==> config.mk <==
export PLATFORM = sky130hd
export DESIGN_NAME = mpw_wakeup
export DESIGN_NICKNAME = d
export VERILOG_FILES = /design/src/rtl/mpw_pkg.sv /design/src/rtl/mpw_wakeup.sv /design/src/rtl/mpw_pin_sync.sv
export SDC_FILE = /design/constraint.sdc
export NUM_CORES = 1
export LEC_CHECK = 0
export ABC_AREA = 1
export BUFFER_PORTS_ARGS = -buffer_cell sky130_fd_sc_hd__buf_4
export CORE_MARGIN = 4
export CORE_UTILIZATION = 52
export DETAILED_ROUTE_END_ITERATION = 8
export PLACE_DENSITY = 0.76
export SYNTH_ARGS = -nofsm -noshare
export SYNTH_HDL_FRONTEND = slang
export SYNTH_SLANG_ARGS = --single-unit
==> constraint.sdc <==
create_clock -name clk -period 1.45 [get_ports clk]
set_input_delay 0.3625 -clock clk [delete_from_list [all_inputs] [get_ports clk]]
set_output_delay 0.3625 -clock clk [all_outputs]
set_load 0.02 [all_outputs]
==> src/rtl/mpw_pkg.sv <==
// Purpose: Shared constants and types for the multi-pin wakeup unit
// Assumes: 8-bit core data bus, 8-bit register addresses
// Notes: Offsets are the core's data-space addresses
package mpw_pkg;

    // Register addresses on the core data bus
    localparam logic [7:0] MPW_ADDR_EDGE_SELECT = 8'hAF;
    localparam logic [7:0] MPW_ADDR_PENDING = 8'hB0;
    localparam logic [7:0] MPW_ADDR_ENABLE = 8'hB1;

    // Values after reset
    localparam logic [7:0] MPW_RST_EDGE_SELECT = 8'h00;
    localparam logic [7:0] MPW_RST_PENDING = 8'h00;
    localparam logic [7:0] MPW_RST_ENABLE = 8'h00;

    // Field positions
    localparam int MPW_COMPARATOR_BIT = 6;
    localparam int MPW_REG_WIDTH = 8;

    // Bit-clear instruction: read cycle, then write-back cycle
    localparam int MPW_BITCLR_CYCLES = 2;

    // Core data bus access
    typedef struct packed {
        logic rd_en;
        logic wr_en;
        logic [7:0] addr;
        logic [7:0] wdata;
    } mpw_bus_req_s;

    // Bit-clear instruction request
    typedef struct packed {
        logic start;
        logic [7:0] addr;
        logic [2:0] bit_idx;
    } mpw_bitclr_req_s;

    typedef enum logic {
        MPW_BC_READ,
        MPW_BC_WRITE
    } mpw_bitclr_state_e;

endpackage

==> src/rtl/mpw_wakeup.sv <==
// Purpose: Multi-pin wakeup: edge flags, wake and shared interrupt request
// Assumes: Registers sit on the core data bus; enables come from other registers
// Notes: Read data appears one cycle after the read strobe
//
// What this block does
// RQ1: A pin edge sets its pending flag only when its enable bit is one.
// RQ2: An edge-select bit of one picks falling edges, zero picks rising edges.
// RQ3: All pending flags are ORed to drive wake in low-power mode and the interrupt.
// RQ4: The shared interrupt request is raised only while the wake interrupt enable is one.
// RQ5: A halt or idle command is ignored while any pending flag is set.
// RQ6: While a flag stays set and interrupts are enabled, the request holds and blocks others.
// RQ7: Writing zero to a pending bit clears it, writing one keeps it, writes never set it.
// RQ8: A bit clear reads all bits in cycle one and writes them back changed in cycle two.
// RQ9: With several pins enabled software clears flags by direct mask write, not bit clear.
// RQ10: When comparator select is one, the filter output replaces pin 6 as wake source.
// RQ11: Software using the filter output sets enable bit 6 and clears edge-select bit 6.
// RQ12: Edge detection works the same whether a pin is an input or an output.
// RQ13: Software makes wake pins inputs, since an output pin never leaves low power.
// RQ14: Reset clears enable, edge-select and pending registers to zero.
// RQ15: Enable, edge-select and pending are eight bits with bit n for pin n.
// RQ16: The core takes the interrupt only while its global mask flag is set.
// RQ17: Pins are synchronised and edges found by comparing samples; set beats clear.
`timescale 1ns/1ps
module mpw_wakeup
    import mpw_pkg::*;
#(
    parameter int PIN_COUNT = 8
)
(
    input wire logic clk,
    input wire logic rst,
    input wire mpw_bus_req_s bus_req,
    output logic [7:0] bus_rdata,
    input wire mpw_bitclr_req_s bitclr_req,
    output logic bitclr_busy,
    input wire logic [PIN_COUNT-1:0] port_pin,
    input wire logic comparator_filter_output,
    input wire logic comparator_interrupt_select,
    input wire logic wake_interrupt_enable,
    input wire logic global_int_mask,
    input wire logic low_power_mode,
    input wire logic low_power_request,
    output logic low_power_accept,
    output logic wake_output,
    output logic edge_interrupt_request,
    output logic edge_interrupt_take,
    output logic other_int_block
);

    // Pin 6 must exist for the comparator path; refused at elaboration
    if (PIN_COUNT < 7 || PIN_COUNT > MPW_REG_WIDTH)
    begin : g_bad_pin_count
        $error("PIN_COUNT must be 7 or 8");
    end

    logic [PIN_COUNT-1:0] pin_lvl;
    logic [PIN_COUNT-1:0] src_lvl;
    logic [PIN_COUNT-1:0] prev_ff;
    logic [PIN_COUNT-1:0] rise;
    logic [PIN_COUNT-1:0] fall;
    logic [PIN_COUNT-1:0] edge_hit;
    logic [PIN_COUNT-1:0] enable_ff;
    logic [PIN_COUNT-1:0] edge_sel_ff;
    logic [PIN_COUNT-1:0] pend_ff;
    logic [PIN_COUNT-1:0] nxt_enable;
    logic [PIN_COUNT-1:0] nxt_edge_sel;
    logic [PIN_COUNT-1:0] nxt_pend;
    logic [PIN_COUNT-1:0] clr_mask;
    logic [7:0] rdata_ff;
    logic [7:0] nxt_rdata;
    logic [7:0] bc_data_ff;
    logic [7:0] nxt_bc_data;
    logic [7:0] bc_addr_ff;
    logic [7:0] nxt_bc_addr;
    logic [2:0] bc_idx_ff;
    logic [2:0] nxt_bc_idx;
    mpw_bitclr_state_e bc_state_ff;
    mpw_bitclr_state_e nxt_bc_state;
    logic wr_en;
    logic [7:0] wr_addr;
    logic [7:0] wr_data;
    logic [7:0] bc_wdata;
    logic any_pend;

    // Pin synchronisers; pin pad direction is not seen here
    mpw_pin_sync #(
        .WIDTH(PIN_COUNT)
    ) u_sync (
        .clk(clk),
        .rst(rst),
        .pin_async(port_pin),
        .level(pin_lvl)
    );

    // Wake source mux; filter output is already on clk
    always_comb
    begin
        src_lvl = pin_lvl;
        if (comparator_interrupt_select) // [RQ10]
        begin
            src_lvl[MPW_COMPARATOR_BIT] = comparator_filter_output;
        end
    end

    // Edge detection against the previous sample
    assign rise = src_lvl & ~prev_ff; // [RQ17] [RQ12]
    assign fall = ~src_lvl & prev_ff;
    assign edge_hit = enable_ff & ((edge_sel_ff & fall) | (~edge_sel_ff & rise)); // [RQ1] [RQ2]

    // Bit-clear write-back image with the target bit cleared
    always_comb
    begin
        bc_wdata = bc_data_ff;
        bc_wdata[bc_idx_ff] = 1'b0;
    end

    // Write port: direct bus write or bit-clear write-back
    always_comb
    begin
        if (bc_state_ff == MPW_BC_WRITE) // [RQ8]
        begin
            wr_en = 1'b1;
            wr_addr = bc_addr_ff;
            wr_data = bc_wdata;
        end
        else
        begin
            wr_en = bus_req.wr_en;
            wr_addr = bus_req.addr;
            wr_data = bus_req.wdata;
        end
    end

    // Register file next values
    always_comb
    begin
        nxt_enable = enable_ff;
        nxt_edge_sel = edge_sel_ff;
        clr_mask = '0;
        if (wr_en)
        begin
            if (wr_addr == MPW_ADDR_ENABLE)
            begin
                nxt_enable = wr_data[PIN_COUNT-1:0];
            end
            else if (wr_addr == MPW_ADDR_EDGE_SELECT)
            begin
                nxt_edge_sel = wr_data[PIN_COUNT-1:0];
            end
            else if (wr_addr == MPW_ADDR_PENDING)
            begin
                clr_mask = ~wr_data[PIN_COUNT-1:0]; // [RQ7]
            end
        end
        nxt_pend = (pend_ff & ~clr_mask) | edge_hit; // [RQ7] [RQ17]
    end

    // Read mux, registered; unused upper bits read zero
    always_comb
    begin
        nxt_rdata = rdata_ff;
        if (bus_req.rd_en)
        begin
            if (bus_req.addr == MPW_ADDR_ENABLE)
            begin
                nxt_rdata = 8'(enable_ff); // [RQ15]
            end
            else if (bus_req.addr == MPW_ADDR_EDGE_SELECT)
            begin
                nxt_rdata = 8'(edge_sel_ff);
            end
            else if (bus_req.addr == MPW_ADDR_PENDING)
            begin
                nxt_rdata = 8'(pend_ff);
            end
            else
            begin
                nxt_rdata = 8'h00;
            end
        end
    end

    // Bit-clear sequencer: read cycle captures all bits
    always_comb
    begin
        nxt_bc_state = bc_state_ff;
        nxt_bc_data = bc_data_ff;
        nxt_bc_addr = bc_addr_ff;
        nxt_bc_idx = bc_idx_ff;
        case (bc_state_ff)
            MPW_BC_READ:
            begin
                if (bitclr_req.start)
                begin
                    nxt_bc_addr = bitclr_req.addr;
                    nxt_bc_idx = bitclr_req.bit_idx;
                    nxt_bc_state = MPW_BC_WRITE; // [RQ8]
                    if (bitclr_req.addr == MPW_ADDR_ENABLE)
                    begin
                        nxt_bc_data = 8'(enable_ff);
                    end
                    else if (bitclr_req.addr == MPW_ADDR_EDGE_SELECT)
                    begin
                        nxt_bc_data = 8'(edge_sel_ff);
                    end
                    else if (bitclr_req.addr == MPW_ADDR_PENDING)
                    begin
                        nxt_bc_data = 8'(pend_ff);
                    end
                    else
                    begin
                        nxt_bc_data = 8'h00;
                    end
                end
            end
            MPW_BC_WRITE:
            begin
                nxt_bc_state = MPW_BC_READ;
            end
            default:
            begin
                nxt_bc_state = MPW_BC_READ;
            end
        endcase
    end

    // State registers
    always_ff @(posedge clk)
    begin
        if (rst)
        begin
            enable_ff <= MPW_RST_ENABLE[PIN_COUNT-1:0]; // [RQ14]
            edge_sel_ff <= MPW_RST_EDGE_SELECT[PIN_COUNT-1:0]; // [RQ14]
            pend_ff <= MPW_RST_PENDING[PIN_COUNT-1:0]; // [RQ14]
            prev_ff <= '0;
            rdata_ff <= 8'h00;
            bc_state_ff <= MPW_BC_READ;
            bc_data_ff <= 8'h00;
            bc_addr_ff <= 8'h00;
            bc_idx_ff <= 3'h0;
        end
        else
        begin
            enable_ff <= nxt_enable;
            edge_sel_ff <= nxt_edge_sel;
            pend_ff <= nxt_pend;
            prev_ff <= src_lvl;
            rdata_ff <= nxt_rdata;
            bc_state_ff <= nxt_bc_state;
            bc_data_ff <= nxt_bc_data;
            bc_addr_ff <= nxt_bc_addr;
            bc_idx_ff <= nxt_bc_idx;
        end
    end

    // Combined flag and its consumers
    assign any_pend = |pend_ff; // [RQ3]
    assign wake_output = any_pend & low_power_mode; // [RQ3]
    assign edge_interrupt_request = any_pend & wake_interrupt_enable; // [RQ4] [RQ6]
    assign edge_interrupt_take = edge_interrupt_request & global_int_mask; // [RQ16]
    assign other_int_block = edge_interrupt_request; // [RQ6]
    assign low_power_accept = low_power_request & ~any_pend; // [RQ5]
    assign bus_rdata = rdata_ff;
    assign bitclr_busy = (bc_state_ff == MPW_BC_WRITE);

endmodule

==> src/rtl/mpw_pin_sync.sv <==
// Purpose: Three-stage pin synchroniser with agreement filter
// Assumes: Pins are asynchronous to clk
// Notes: Level changes only when stages two and three agree
`timescale 1ns/1ps
module mpw_pin_sync
    import mpw_pkg::*;
#(
    parameter int WIDTH = 8
)
(
    input wire logic clk,
    input wire logic rst,
    input wire logic [WIDTH-1:0] pin_async,
    output logic [WIDTH-1:0] level
);

    logic [WIDTH-1:0] s1_ff;
    logic [WIDTH-1:0] s2_ff;
    logic [WIDTH-1:0] s3_ff;
    logic [WIDTH-1:0] lvl_ff;
    logic [WIDTH-1:0] nxt_lvl;

    // Accept a level once the two later stages match
    always_comb
    begin
        nxt_lvl = lvl_ff;
        for (int i = 0; i < WIDTH; i++)
        begin
            if (s2_ff[i] == s3_ff[i])
            begin
                nxt_lvl[i] = s3_ff[i];
            end
        end
    end

    // Shift chain; first stage feeds only the second
    always_ff @(posedge clk)
    begin
        if (rst)
        begin
            s1_ff <= '0;
            s2_ff <= '0;
            s3_ff <= '0;
            lvl_ff <= '0;
        end
        else
        begin
            s1_ff <= pin_async;
            s2_ff <= s1_ff;
            s3_ff <= s2_ff;
            lvl_ff <= nxt_lvl;
        end
    end

    assign level = lvl_ff;

endmodule

==> metrics.cfg <==
[timing]
fin_crit_ps = 1686
clock.fmax_mhz = 593.1
fin_tns_setup_ps = -2271
worst_pin_slew_ps = 489.3
period_share_pct = 116.3
finalSetupViolations = 30
setup_ws_ps = -236.1
final-max-slew-violation-count = 0
slew_headroom_pct = 67.20
rsz0062_at_grt = true
finalHoldViolCount = 0
fin_skew_ps = 14.27
hold_slack_ps = 200.0

[clock_network]
numCtsBuffers = 9
cts_max_level = 3
cts.sinks = 92
clockBufferDepth = 2
worstSkewPairLatency_ps = 370
root_buffer = clkbuf_8
cts.clk_slew.worst_paths_ps = 90
cts_tree = done
cts_hold_buf = 0

[synth]
synth_cell_types = 32
synth_compound_area_share_pct = 12.09
syn_inst = 617
synth-adder-area-share_pct = 0
yosysSeqAreaShare_pct = 42.38
synth_top_family_by_area = simple AND/OR/NAND/NOR gates
yosys.area_share.simple_pct = 34.78
synth_xor_area_share_pct = 0
synth_top_area_cell = dfxtp_1
syn_avg_cell_area_um2 = 7.043
muxShareOfSynthArea_pct = 0
ys_warn_count = 0
synth_area_um2 = 4345
syn_nets = 663
yosys.area.top_type_share_pct = 42.38
synth_area_leaders = dfxtp_1 42%, nand2_1 12%, inv_1 7.8%
ys_ff_latch = 92

[floorplanning]
initial_utilization_pct = 53.15
fp.coreArea_um2 = 8175
ios = 60
die_w_um = 99.42
die_y_um = 99.42
placementRows = 33
die_area_um2 = 9883

[cells_and_area]
final_util_pct = 70.34
drive_gt1_share_pct = 28.59
diodes = 0
final_cell_mix = 117 x nand2_1, 97 x buf_4, 87 x dfxtp_1
final_common_cell = nand2_1
nets = 772
n_fill_cell = 682
syn_to_final_growth_pct = 32.34

[route]
postRouteAntennaNets = 0
drt-total-wl_mm = 11.71
wl_per_cell_um = 14.01
drc = 0
first_pass_iters = 5
vias = 4285
viasPerCell = 5.126
drt_iter0_drc = 265

[pwr]
p_per_area_nw_per_um2 = 905.6
seqPwrFrac_pct = 50.2
p_clk_share_pct = 37.5
p_leak_nw = 2.724
comb_power_share_pct = 12.3
net-switching-power_mw = 1.343
p_sw_share_pct = 25.79
finalPower_mw = 5.208
p_int_mw = 3.865
peakVddDrop_mv = 0.5547

[place]
dp_slack_ps = -109.2
finalWeightedCongestion = 0.9051
portBuffers = 59
dp_hpwl_mm = 8.452

[global_route]
gr-usage-all-layers_pct = 24.05
grt_start_max_net_pins = 33
overflow = 0
grt_pass1_wl_mm = 19.09
first_global_vias = 4081
antenna_found_initial = 0

[critical_path]
path_class = register to output pin
slowest_stage = dfxtp_2
critPathLaunchType = register
path_cells = nor2_2 > nand4_1 > inv_1 > nor2_1 > buf_4
required_ps = 1090
worst_setup_path_end_kind = output pin
crit_fanout = 3
slowest_delay_ps = 330
cp.arrival_ps = 1320

[outcome]
violations = negative setup slack
status = finished, violations left

[run]
drv_cap = 0

[worst_hold_path]
hold_class = input port to register

==> routing by layer <==
layer	part of all wire, %	global-route usage, %	vias to the layer above
met5	0	0	-
met1	44	30.92	1981
li1	-	-	2172
met2	49	40.65	110
met4	2.1	9.349	0
met3	4.9	3.647	22
==> power by group through the flow <==
stage | registers (mW) | logic [mW] | clock network (mW)
floorplan | 2.66 | 0.308 | 0
global placement | 2.67 | 0.553 | 0
detailed placement | 2.67 | 0.565 | 0
CTS | 2.61 | 0.611 | 1.98
global route | 2.62 | 0.702 | 2.08
finish | 2.61 | 0.641 | 1.95
==> worst paths after layout <==
check                                           startpoint                           to  slack, ps  depth (start not counted)
worst max-delay path                 pend_ff[7]$_SDFF_PP0_                  wake_output       -240                          5
worst max register to register      bitclr_busy$_SDFF_PP0_  edge_sel_ff[4]$_SDFFE_PP0P_        -80                         11
worst min register to register  u_sync.s1_ff[6]$_SDFF_PP0_   u_sync.s2_ff[6]$_SDFF_PP0_        410                          2
worst min-delay path                           port_pin[2]   u_sync.s1_ff[2]$_SDFF_PP0_        200                          3
==> state kept, by name (all words and copies together) (netlist names) <==
signal / flops
bc_idx_ff: 3
u_sync.s1_ff: 8
prev_ff: 8
bitclr_busy: 1
enable_ff: 8
edge_sel_ff: 8
u_sync.s2_ff: 8
bc_addr_ff: 8
pend_ff: 8
bc_data_ff: 8
u_sync.s3_ff: 8
u_sync.level: 8
bus_rdata: 8
==> cell families after synthesis <==
family | Yosys count
AO/OA/AOI/OAI | 89
buffers and inverters | 115
flip-flops | 92
AND/OR/NAND/NOR | 321
==> Yosys cell counts <==
cell type / instances
nor2_4: 3
and3_1: 1
inv_1: 90
inv_2: 3
o21bai_1: 11
nand2_2: 3
nand3_2: 1
nor2_8: 2
a21oi_1: 41
nand3_1: 60
o21ai_0: 20
clkinv_1: 2
a21oi_2: 8
nand2_4: 4
nor3_2: 6
nand4_1: 17
buf_2: 2
nor3_1: 1
buf_4: 1
nand3_4: 2
a21boi_0: 8
buf_6: 3
nor2_1: 80
nand3b_4: 1
inv_6: 1
dfxtp_1: 92
clkinv_2: 1
clkbuf_1: 11
buf_1: 1
nor2_2: 2
a211oi_1: 1
nand2_1: 138
==> critical path, delay by kind of cell (launching register included) <==
kind          cells  cell delay [ps]
simple gates      3              340
flops             1              330
buf+inv           2              290
==> timing repair <==
action	4_1_cts	5_1_grt
setup endpoints to repair	35	34
gates cloned	3	0
pin swaps	33	32
buffers inserted	8	3
gates resized for setup	39	35
==> per-stage QoR <==
stage | std cells | instance area (um^2)
after global routing | 836 | 5751
after detailed placement | 807 | 5211
final | 836 | 5751
after global placement | 807 | 5211
after floorplan | 617 | 4353
after CTS | 834 | 5647
==> layout make-up <==
type	count	area, um^2	share of cell area (%)
clock inverter	6	96.34	1.675
timing repair inverter	1	3.754	0.06527
tap	105	131.4	2.285
clock buffer	10	127.6	2.219
inverter	97	385.4	6.701
sequential	92	1851	32.18
timing repair buffer	113	959.7	16.69
multi-input combinational	412	2196	38.19
(Power assumes the default switching activity.)
